===== src/rtl/rtm_pkg.sv =====
// Constants, encodings and carrier types of the range type map block
`default_nettype none
package rtm_pkg;
    // Memory type encodings
    localparam logic [7:0] MT_UNCACHED = 8'h00;
    localparam logic [7:0] MT_COMBINING = 8'h01;
    localparam logic [7:0] MT_THROUGH = 8'h04;
    localparam logic [7:0] MT_PROTECTED = 8'h05;
    localparam logic [7:0] MT_BACK = 8'h06;
    // Capability value: eight variable ranges, fixed ranges, write combining
    localparam logic [63:0] CAP_VALUE = 64'h0000_0000_0000_0508;
    localparam int unsigned CAP_FIX_BIT = 8;
    localparam int unsigned CAP_COMB_BIT = 10;
    localparam int unsigned NUM_VAR = 8;
    localparam int unsigned NUM_FIX = 11;
    localparam int unsigned MAX_RANGES = 96;
    // Model register numbers of the map
    localparam logic [15:0] ADDR_CAP = 16'h0000;
    localparam logic [15:0] ADDR_DEF = 16'h0001;
    localparam logic [15:0] ADDR_FIX0 = 16'h0010;
    localparam logic [15:0] ADDR_VAR0 = 16'h0020;
    // Default type register fields
    localparam int unsigned DEF_FE_BIT = 10;
    localparam int unsigned DEF_E_BIT = 11;
    localparam logic [63:0] DEF_RSVD = 64'hFFFF_FFFF_FFFF_F300;
    localparam logic [63:0] DEF_RESET = 64'h0000_0000_0000_0000;
    // Variable pair fields
    localparam int unsigned VAR_V_BIT = 11;
    localparam logic [63:0] VBASE_LOW_RSVD = 64'h0000_0000_0000_0F00;
    localparam logic [63:0] VMASK_LOW_RSVD = 64'h0000_0000_0000_07FF;
    // Control register flag positions
    localparam int unsigned PRI_PROT_BIT = 0;
    localparam int unsigned PRI_PAGING_BIT = 31;
    localparam int unsigned EXT_BIGPAGE_BIT = 4;
    localparam int unsigned EXT_WIDEADDR_BIT = 5;
    localparam int unsigned EXT_GLOBAL_BIT = 7;
    // Identity query feature bit
    localparam int unsigned FEAT_RANGE_BIT = 12;
    localparam logic [31:0] FEAT_VALUE = 32'h0000_1000;

    typedef enum logic [1:0] {RTM_CR_PRIMARY, RTM_CR_BASE, RTM_CR_EXT, RTM_CR_NONE} rtm_cr_sel_t;

    typedef struct packed {
        logic wr;
        logic rd;
        logic [15:0] addr;
        logic [63:0] data;
    } rtm_msr_req_t;

    typedef struct packed {
        logic valid;
        rtm_cr_sel_t sel;
        logic [31:0] data;
    } rtm_cr_wr_t;

    typedef struct packed {
        logic all;
        logic nonpersist;
        logic page;
        logic [31:0] page_addr;
    } rtm_purge_t;
endpackage : rtm_pkg
`default_nettype wire


===== src/rtl/rtm_core.sv =====
// Range type map registers and translation cache purge control
`timescale 1ns/1ns
`default_nettype none

module rtm_core import rtm_pkg::*; #(
    parameter int unsigned PHYS_W = 36
) (
    input wire logic ref_clk_in,
    input wire logic rstn_in,
    input wire rtm_msr_req_t msr_req_in,
    input wire rtm_cr_wr_t cr_wr_in,
    input wire logic page_purge_in,
    input wire logic [31:0] page_addr_in,
    input wire logic purge_pin_n_in,
    input wire logic [PHYS_W-1:0] lookup_addr_in,
    output logic msr_ack_out,
    output logic msr_fault_out,
    output logic [63:0] msr_rdata_out,
    output rtm_purge_t purge_out,
    output logic [31:0] feature_bits_out,
    output logic [7:0] mem_type_out
);
    // Address bits above the physical width are reserved in base and mask
    localparam logic [63:0] HIGH_RSVD = ~((64'h1 << PHYS_W) - 64'h1);

    // Legal memory type check
    function automatic logic type_ok(input logic [7:0] t);
        type_ok = t inside {MT_UNCACHED, MT_COMBINING, MT_THROUGH, MT_PROTECTED, MT_BACK};
    endfunction : type_ok

    // Every byte of a fixed register is a type field
    function automatic logic bytes_ok(input logic [63:0] v);
        logic ok;
        ok = 1'b1;
        for (int b = 0; b < 8; b++) begin
            ok = ok & type_ok(v[8*b +: 8]);
        end
        bytes_ok = ok;
    endfunction : bytes_ok

    logic [63:0] def_ff;
    logic [63:0] fix_ff [NUM_FIX];
    logic [63:0] var_ff [2*NUM_VAR];
    logic pin_ff;
    logic prot_ff;
    logic paging_ff;
    logic [2:0] ext_ff;

    // Address decode of the model register space
    wire logic [15:0] fix_off = msr_req_in.addr - ADDR_FIX0;
    wire logic [15:0] var_off = msr_req_in.addr - ADDR_VAR0;
    wire logic is_cap = msr_req_in.addr == ADDR_CAP;
    wire logic is_def = msr_req_in.addr == ADDR_DEF;
    wire logic is_fix = fix_off < 16'(NUM_FIX);
    wire logic is_var = var_off < 16'(2 * NUM_VAR);
    wire logic [3:0] fix_idx = fix_off[3:0];
    wire logic [3:0] var_idx = var_off[3:0];
    wire logic mapped = is_cap | is_def | is_fix | is_var;

    // Field checks; reserved bits or types refuse the write
    wire logic def_bad = |(msr_req_in.data & DEF_RSVD) | ~type_ok(msr_req_in.data[7:0]);
    wire logic fix_bad = ~bytes_ok(msr_req_in.data);
    wire logic vbase_bad = |(msr_req_in.data & (VBASE_LOW_RSVD | HIGH_RSVD)) | ~type_ok(msr_req_in.data[7:0]);
    wire logic vmask_bad = |(msr_req_in.data & (VMASK_LOW_RSVD | HIGH_RSVD));
    wire logic var_bad = var_idx[0] ? vmask_bad : vbase_bad;
    wire logic wr_bad = ~mapped | is_cap | (is_def & def_bad) | (is_fix & fix_bad) | (is_var & var_bad);
    wire logic wr_ok = msr_req_in.wr & ~wr_bad;

    // Read data selection; capability is a constant
    wire logic [63:0] rd_data = is_cap ? CAP_VALUE :
                                is_def ? def_ff :
                                is_fix ? fix_ff[fix_idx] :
                                is_var ? var_ff[var_idx] : 64'h0000_0000_0000_0000;

    // Purge causes
    wire logic pin_edge = pin_ff ^ purge_pin_n_in;
    wire logic pri_wr = cr_wr_in.valid & (cr_wr_in.sel == RTM_CR_PRIMARY);
    wire logic ext_wr = cr_wr_in.valid & (cr_wr_in.sel == RTM_CR_EXT);
    wire logic base_wr = cr_wr_in.valid & (cr_wr_in.sel == RTM_CR_BASE);
    // Only a change of a watched flag counts; rewriting the same value costs nothing
    wire logic pri_chg = pri_wr &
        ((cr_wr_in.data[PRI_PROT_BIT] ^ prot_ff) | (cr_wr_in.data[PRI_PAGING_BIT] ^ paging_ff));
    wire logic [2:0] ext_new = {cr_wr_in.data[EXT_WIDEADDR_BIT], cr_wr_in.data[EXT_GLOBAL_BIT],
        cr_wr_in.data[EXT_BIGPAGE_BIT]};
    wire logic ext_chg = ext_wr & (ext_new != ext_ff);
    wire logic nxt_all = pin_edge | wr_ok | pri_chg | ext_chg;
    // A full purge already covers the partial ones, so those are dropped under it
    wire logic nxt_nonpersist = base_wr & ~nxt_all;
    wire logic nxt_page = page_purge_in & ~nxt_all;

    // Variable range match; lowest pair wins an overlap
    logic [NUM_VAR-1:0] var_hit;
    generate
        for (genvar i = 0; i < NUM_VAR; i++) begin : g_var
            wire logic [63:0] vb = var_ff[2*i];
            wire logic [63:0] vm = var_ff[2*i+1];
            assign var_hit[i] = vm[VAR_V_BIT] &&
                ((lookup_addr_in[PHYS_W-1:12] & vm[PHYS_W-1:12]) == (vb[PHYS_W-1:12] & vm[PHYS_W-1:12]));
        end
    endgenerate

    // Fixed range field select below 1 MiB
    wire logic in_fixed = lookup_addr_in[PHYS_W-1:20] == '0;
    wire logic [3:0] fsel = ~lookup_addr_in[19] ? 4'h0 :
                            ~lookup_addr_in[18] ? {3'h0, lookup_addr_in[17]} + 4'h1 :
                            {1'h0, lookup_addr_in[17:15]} + 4'h3;
    wire logic [2:0] fbyte = ~lookup_addr_in[19] ? lookup_addr_in[18:16] :
                             ~lookup_addr_in[18] ? lookup_addr_in[16:14] : lookup_addr_in[14:12];
    wire logic [63:0] fix_word = fix_ff[fsel];
    wire logic [7:0] fix_type = fix_word[8*fbyte +: 8];

    // Memory type of the looked-up address
    logic [7:0] var_type;
    logic var_any;
    always_comb begin
        var_type = MT_UNCACHED;
        var_any = 1'b0;
        // Walk from the top so the lowest matching pair is left standing
        for (int i = NUM_VAR - 1; i >= 0; i--) begin
            if (var_hit[i]) begin
                var_type = var_ff[2*i][7:0];
                var_any = 1'b1;
            end
        end
    end

    wire logic [7:0] nxt_type = ~def_ff[DEF_E_BIT] ? MT_UNCACHED :
                                (def_ff[DEF_FE_BIT] & in_fixed) ? fix_type :
                                var_any ? var_type : def_ff[7:0];

    // Range registers; each processor holds its own copy, nothing syncs them
    always_ff @(posedge ref_clk_in or negedge rstn_in) begin
        if (!rstn_in) begin
            def_ff <= DEF_RESET;
            for (int i = 0; i < NUM_FIX; i++) begin
                fix_ff[i] <= 64'h0000_0000_0000_0000;
            end
            for (int i = 0; i < 2 * NUM_VAR; i++) begin
                var_ff[i] <= 64'h0000_0000_0000_0000;
            end
        end else if (wr_ok) begin
            if (is_def) begin
                def_ff <= msr_req_in.data;
            end
            if (is_fix) begin
                fix_ff[fix_idx] <= msr_req_in.data;
            end
            if (is_var) begin
                var_ff[var_idx] <= msr_req_in.data;
            end
        end
    end

    // Model register answer, one cycle after the request
    always_ff @(posedge ref_clk_in or negedge rstn_in) begin
        if (!rstn_in) begin
            msr_ack_out <= 1'b0;
            msr_fault_out <= 1'b0;
            msr_rdata_out <= 64'h0000_0000_0000_0000;
        end else begin
            msr_ack_out <= msr_req_in.wr | msr_req_in.rd;
            // Unmapped reads fault too, so software never trusts a phantom zero
            msr_fault_out <= (msr_req_in.wr & wr_bad) | (msr_req_in.rd & ~mapped);
            msr_rdata_out <= msr_req_in.rd ? rd_data : 64'h0000_0000_0000_0000;
        end
    end

    // Shadow of the flags whose change forces a full purge
    always_ff @(posedge ref_clk_in or negedge rstn_in) begin
        if (!rstn_in) begin
            pin_ff <= 1'b1; // Pin taken as released at reset
            prot_ff <= 1'b0;
            paging_ff <= 1'b0;
            ext_ff <= 3'h0;
        end else begin
            pin_ff <= purge_pin_n_in;
            if (pri_wr) begin
                prot_ff <= cr_wr_in.data[PRI_PROT_BIT];
                paging_ff <= cr_wr_in.data[PRI_PAGING_BIT];
            end
            if (ext_wr) begin
                ext_ff <= ext_new;
            end
        end
    end

    // Purge commands leave one cycle after their cause, ahead of any later lookup
    always_ff @(posedge ref_clk_in or negedge rstn_in) begin
        if (!rstn_in) begin
            purge_out <= '0;
            feature_bits_out <= FEAT_VALUE;
            mem_type_out <= MT_UNCACHED;
        end else begin
            purge_out.all <= nxt_all;
            purge_out.nonpersist <= nxt_nonpersist;
            purge_out.page <= nxt_page;
            purge_out.page_addr <= nxt_page ? page_addr_in : 32'h0000_0000;
            feature_bits_out <= FEAT_VALUE;
            mem_type_out <= nxt_type;
        end
    end
endmodule : rtm_core

`default_nettype wire


===== config.mk =====
export PLATFORM = sky130hd
export DESIGN_NAME = rtm_core
export DESIGN_NICKNAME = d
export VERILOG_FILES = /design/src/rtl/rtm_pkg.sv /design/src/rtl/rtm_core.sv
export SDC_FILE = /design/constraint.sdc
export NUM_CORES = 2
export LEC_CHECK = 0
export ABC_AREA = 1
export BUFFER_PORTS_ARGS = -buffer_cell sky130_fd_sc_hd__buf_2
export CORE_MARGIN = 2
export CORE_UTILIZATION = 35
export CTS_CLUSTER_SIZE = 8
export DETAILED_ROUTE_END_ITERATION = 7
export SLEW_MARGIN = 20
export SYNTH_ARGS = -nofsm -noshare
export SYNTH_HDL_FRONTEND = slang
export SYNTH_SLANG_ARGS = --single-unit

===== constraint.sdc =====
create_clock -name ref_clk_in -period 2.4 [get_ports ref_clk_in]
set_clock_uncertainty 0.1 [all_clocks]
set_input_delay 0.12 -clock ref_clk_in [delete_from_list [all_inputs] [get_ports ref_clk_in]]
set_output_delay 0.12 -clock ref_clk_in [all_outputs]
set_load 0.05 [all_outputs]

==> impl_metrics.yaml <==
cells_and_area:
  drive_gt1_share_pct: 18.4
  fill_cells: 23900
  area_growth_pct: 28.8
  fin_nets: 12100
  final_cell_area_um2: 114000
  fin_cells: 15300
  postLayoutCoreUtil_pct: 45.3
synthesis:
  synth-seq-cells: 1907
  synthTopCellsByCount: "1,906 x dfrtp_1, 1,773 x nand2_1, 1,426 x inv_1, 1,367 x nor2_1, 1,253 x o21ai_0"
  netlist_area_um2: 88200
  synth_top_cell_by_area: "dfrtp_1"
  synth_ff_type: "dfrtp_1"
  ys_warn_count: 0
  syn_inst: 10700
  syn_area_per_cell_um2: 8.24
  synth_cell_types: 54
  synth.top_cells.by_area: "dfrtp_1 54%, nand2_1 7.5%, o21ai_0 7.1%, inv_1 6.1%, nor2_1 5.8%"
  synth_edf_count: 0
  yosysSeqAreaShare_pct: 54.1
  synth_top_area_share_pct: 54.1
  async_reset_ff_share_pct: 100
  synth_most_common_cell: "dfrtp_1"
detailed_routing:
  finalWirelength_um: 364000
  vias: 84600
  via_per_inst: 5.52
  ant_nets: 0
  dr.pass1.iters: 8
  wl_per_cell_um: 23.8
  drc: 1
  drt_iter0_markers: 9669
worst_setup_path:
  crit_slowest_cell: "dfrtp_1"
  cp_common_cell: "nand2_1"
  worstPathRequired_ns: 3.10
  cpPeakStageDelay_ns: 0.40
  start_kind: "flop"
  critPathKind: "reg -> reg"
  critPathCaptureType: "flop"
  cp.arrival_ns: 3.19
  critPathMaxFanout: 5
  path_cells: "nand2_1, nand2_1, o22ai_1, nor2_1, nand2_1, nor2_2, buf_6, nand2_4, buf_4, nand2_2, nor2_4, nand2_2, or2_2, nand2_1, a21oi_2"
floorplanning:
  coreArea_um2: 251000
  ios: 330
  die_area_um2: 256000
  die_h_um: 506
  rows: 184
  fp.dieW_um: 506
  start_util_pct: 35.1
run_status:
  status: "finished with violations"
  violations: "DRC, setup timing"
sta:
  fmax_ghz: 0.401
  max_slew_margin_pct: 27.1
  rsz0062_at_grt: "yes"
  post-route-min-period_ns: 2.49
  fin_crit_sh_pct: 104
  setup-violations-final: 9
  holdWs_ns: 0.0688
  drv_slew: 0
  hold_viol: 0
  setup_ws_ns: -0.0910
  tightest_slew_ns: 1.09
cts:
  cts_tree: "yes"
  numCtsBuffers: 289
  clock_latency_ns: 0.94
  cts.htree.levels: 5
  cts-root-buf: "clkbuf_16"
  clockBufferDepth: 4
  clkSinkCount: 1907
  cts.reportedPaths.clkPinSlew_ns: 0.05
placed_design:
  port_buffers: 258
  globalplace.congestion: 0.955
  place_area_um2: 103000
  place_inst: 14800
  hpwl_um: 241000
grt:
  grt_pass1_wl_um: 540000
  grt_pass1_vias: 84100
  grt_max_degree: 153
  antenna_found_initial: 33
  grt_remaining_overflow: 0
  track_usage_pct: 27.8
job:
  drv_cap: 0
power_and_ir_drop:
  power_mw: 74.9
  irDropWorstVdd_mv: 0.732
  p_per_area_nw_per_um2: 660
  p_leak_nw: 56.7
worst_hold_path:
  hp-class: "in -> reg"
-- sequential cells by signal, summed over array words and instances (netlist names) --
name	cells
msr_ack_out	1
paging_ff	1
fix_ff	704
ext_ff	3
pin_ff	1
msr_rdata_out	64
purge_out	35
prot_ff	1
msr_fault_out	1
g_var.vm	512
g_var.vb	512
def_ff	64
mem_type_out	8
-- cells in the final DEF (no fill, tap or decap), drive strengths merged, types with 2 or more instances in the layout --
cell,count
dlygate4sd3,145
o31ai,4
dfrtp,1906
nand3b,8
o22a,14
nor2,1372
conb,32
nor4,30
buf,1561
nand2,1781
clkinv,12
a22oi,43
diode,15
nor3b,4
o22ai,562
inv,1440
mux2,2
nor3,33
xor2,7
a211oi,8
nand4,60
ha,3
a21boi,14
a31oi,2
xnor2,2
clkbuf,313
or2,23
a221oi,125
nand3,588
o2111ai,58
o21a,3
o21ai,1267
a21oi,281
o221ai,72
o211ai,184
-- path summary, 6_finish.rpt --
kind,end,start,cells past startpoint,slack [ns]
max in group asynchronous,fix_ff[437],rstn_in,6,0.66
max reg2reg,mem_type_out[2],g_var[5].vb[19],15,-0.09
min,g_var[0].vb[1],msr_req_in[64],8,0.07
min in group asynchronous,mem_type_out[1],rstn_in,4,0.33
max,mem_type_out[2],g_var[5].vb[19],15,-0.09
min reg2reg,g_var[6].vm[49],g_var[6].vm[49],2,0.36
-- area by class of cell --
cell class | instances | area, µm² | area share, %
sequential | 1907 | 47700 | 42.0
multi-input combinational | 6588 | 33000 | 29.1
timing repair buffer | 1710 | 15500 | 13.7
clock buffer | 310 | 7490 | 6.60
inverter | 1446 | 5480 | 4.83
tap | 3348 | 4190 | 3.69
clock inverter | 7 | 78.8 | 0.0694
antenna | 15 | 37.5 | 0.0331
-- metrics by stage --
step | worst slack [ns] | setup TNS (ns)
floorplan | -0.0226 | -0.356
global placement | -1.45 | -1637.58
detailed placement | -1.43 | -1597.31
CTS | -0.0916 | -0.474
global route | -0.213 | -1.56
finish | -0.0910 | -0.453
-- report_power, final --
group          total (mW)  switching (mW)  internal [mW]  leakage, nW
sequential           32.3          0.0237           32.3         21.6
combinational        6.73            4.55           2.18         31.4
clock                35.9            14.1           21.8         3.72
total                74.9            18.7           56.2         56.7
-- layer usage --
| metal | vias up | track usage [%] | part of all wire, % |
|---|---|---|---|
| met5 | - | 0 | 0.035 |
| met4 | 18 | 16.2 | 6.5 |
| met3 | 1059 | 6.28 | 9.3 |
| met2 | 4384 | 43.7 | 45 |
| met1 | 41600 | 35.2 | 39 |
| li1 | 37500 | - | - |
-- worst max-delay path, delay by kind of cell (launching register included) --
kind	cells	cell delay, ns
flops	1	0.40
simple gates	11	1.23
compound gates	2	0.34
buf+inv	2	0.29
-- timing repair --
action                                   CTS  global route
endpoints found under the setup margin   291           102
hold buffers                             175             1
endpoints found under the hold margin   2623             1
pin swaps                                 99           105
setup buffers                             11            19
gates cloned                               1             4
gates resized for setup                  212           136
-- kinds of logic after synthesis --
logic type	count (synthesis)	share of synthesized area, %
xor+xnor	9	0.0894
compound gates	2639	17.7
other cells	2	0.00852
flops	1907	54.1
simple gates	3903	18.0
mux	2	0.0255
buf+inv	2238	10.0
fa+ha+maj	3	0.0426
(Power assumes the default switching activity.)
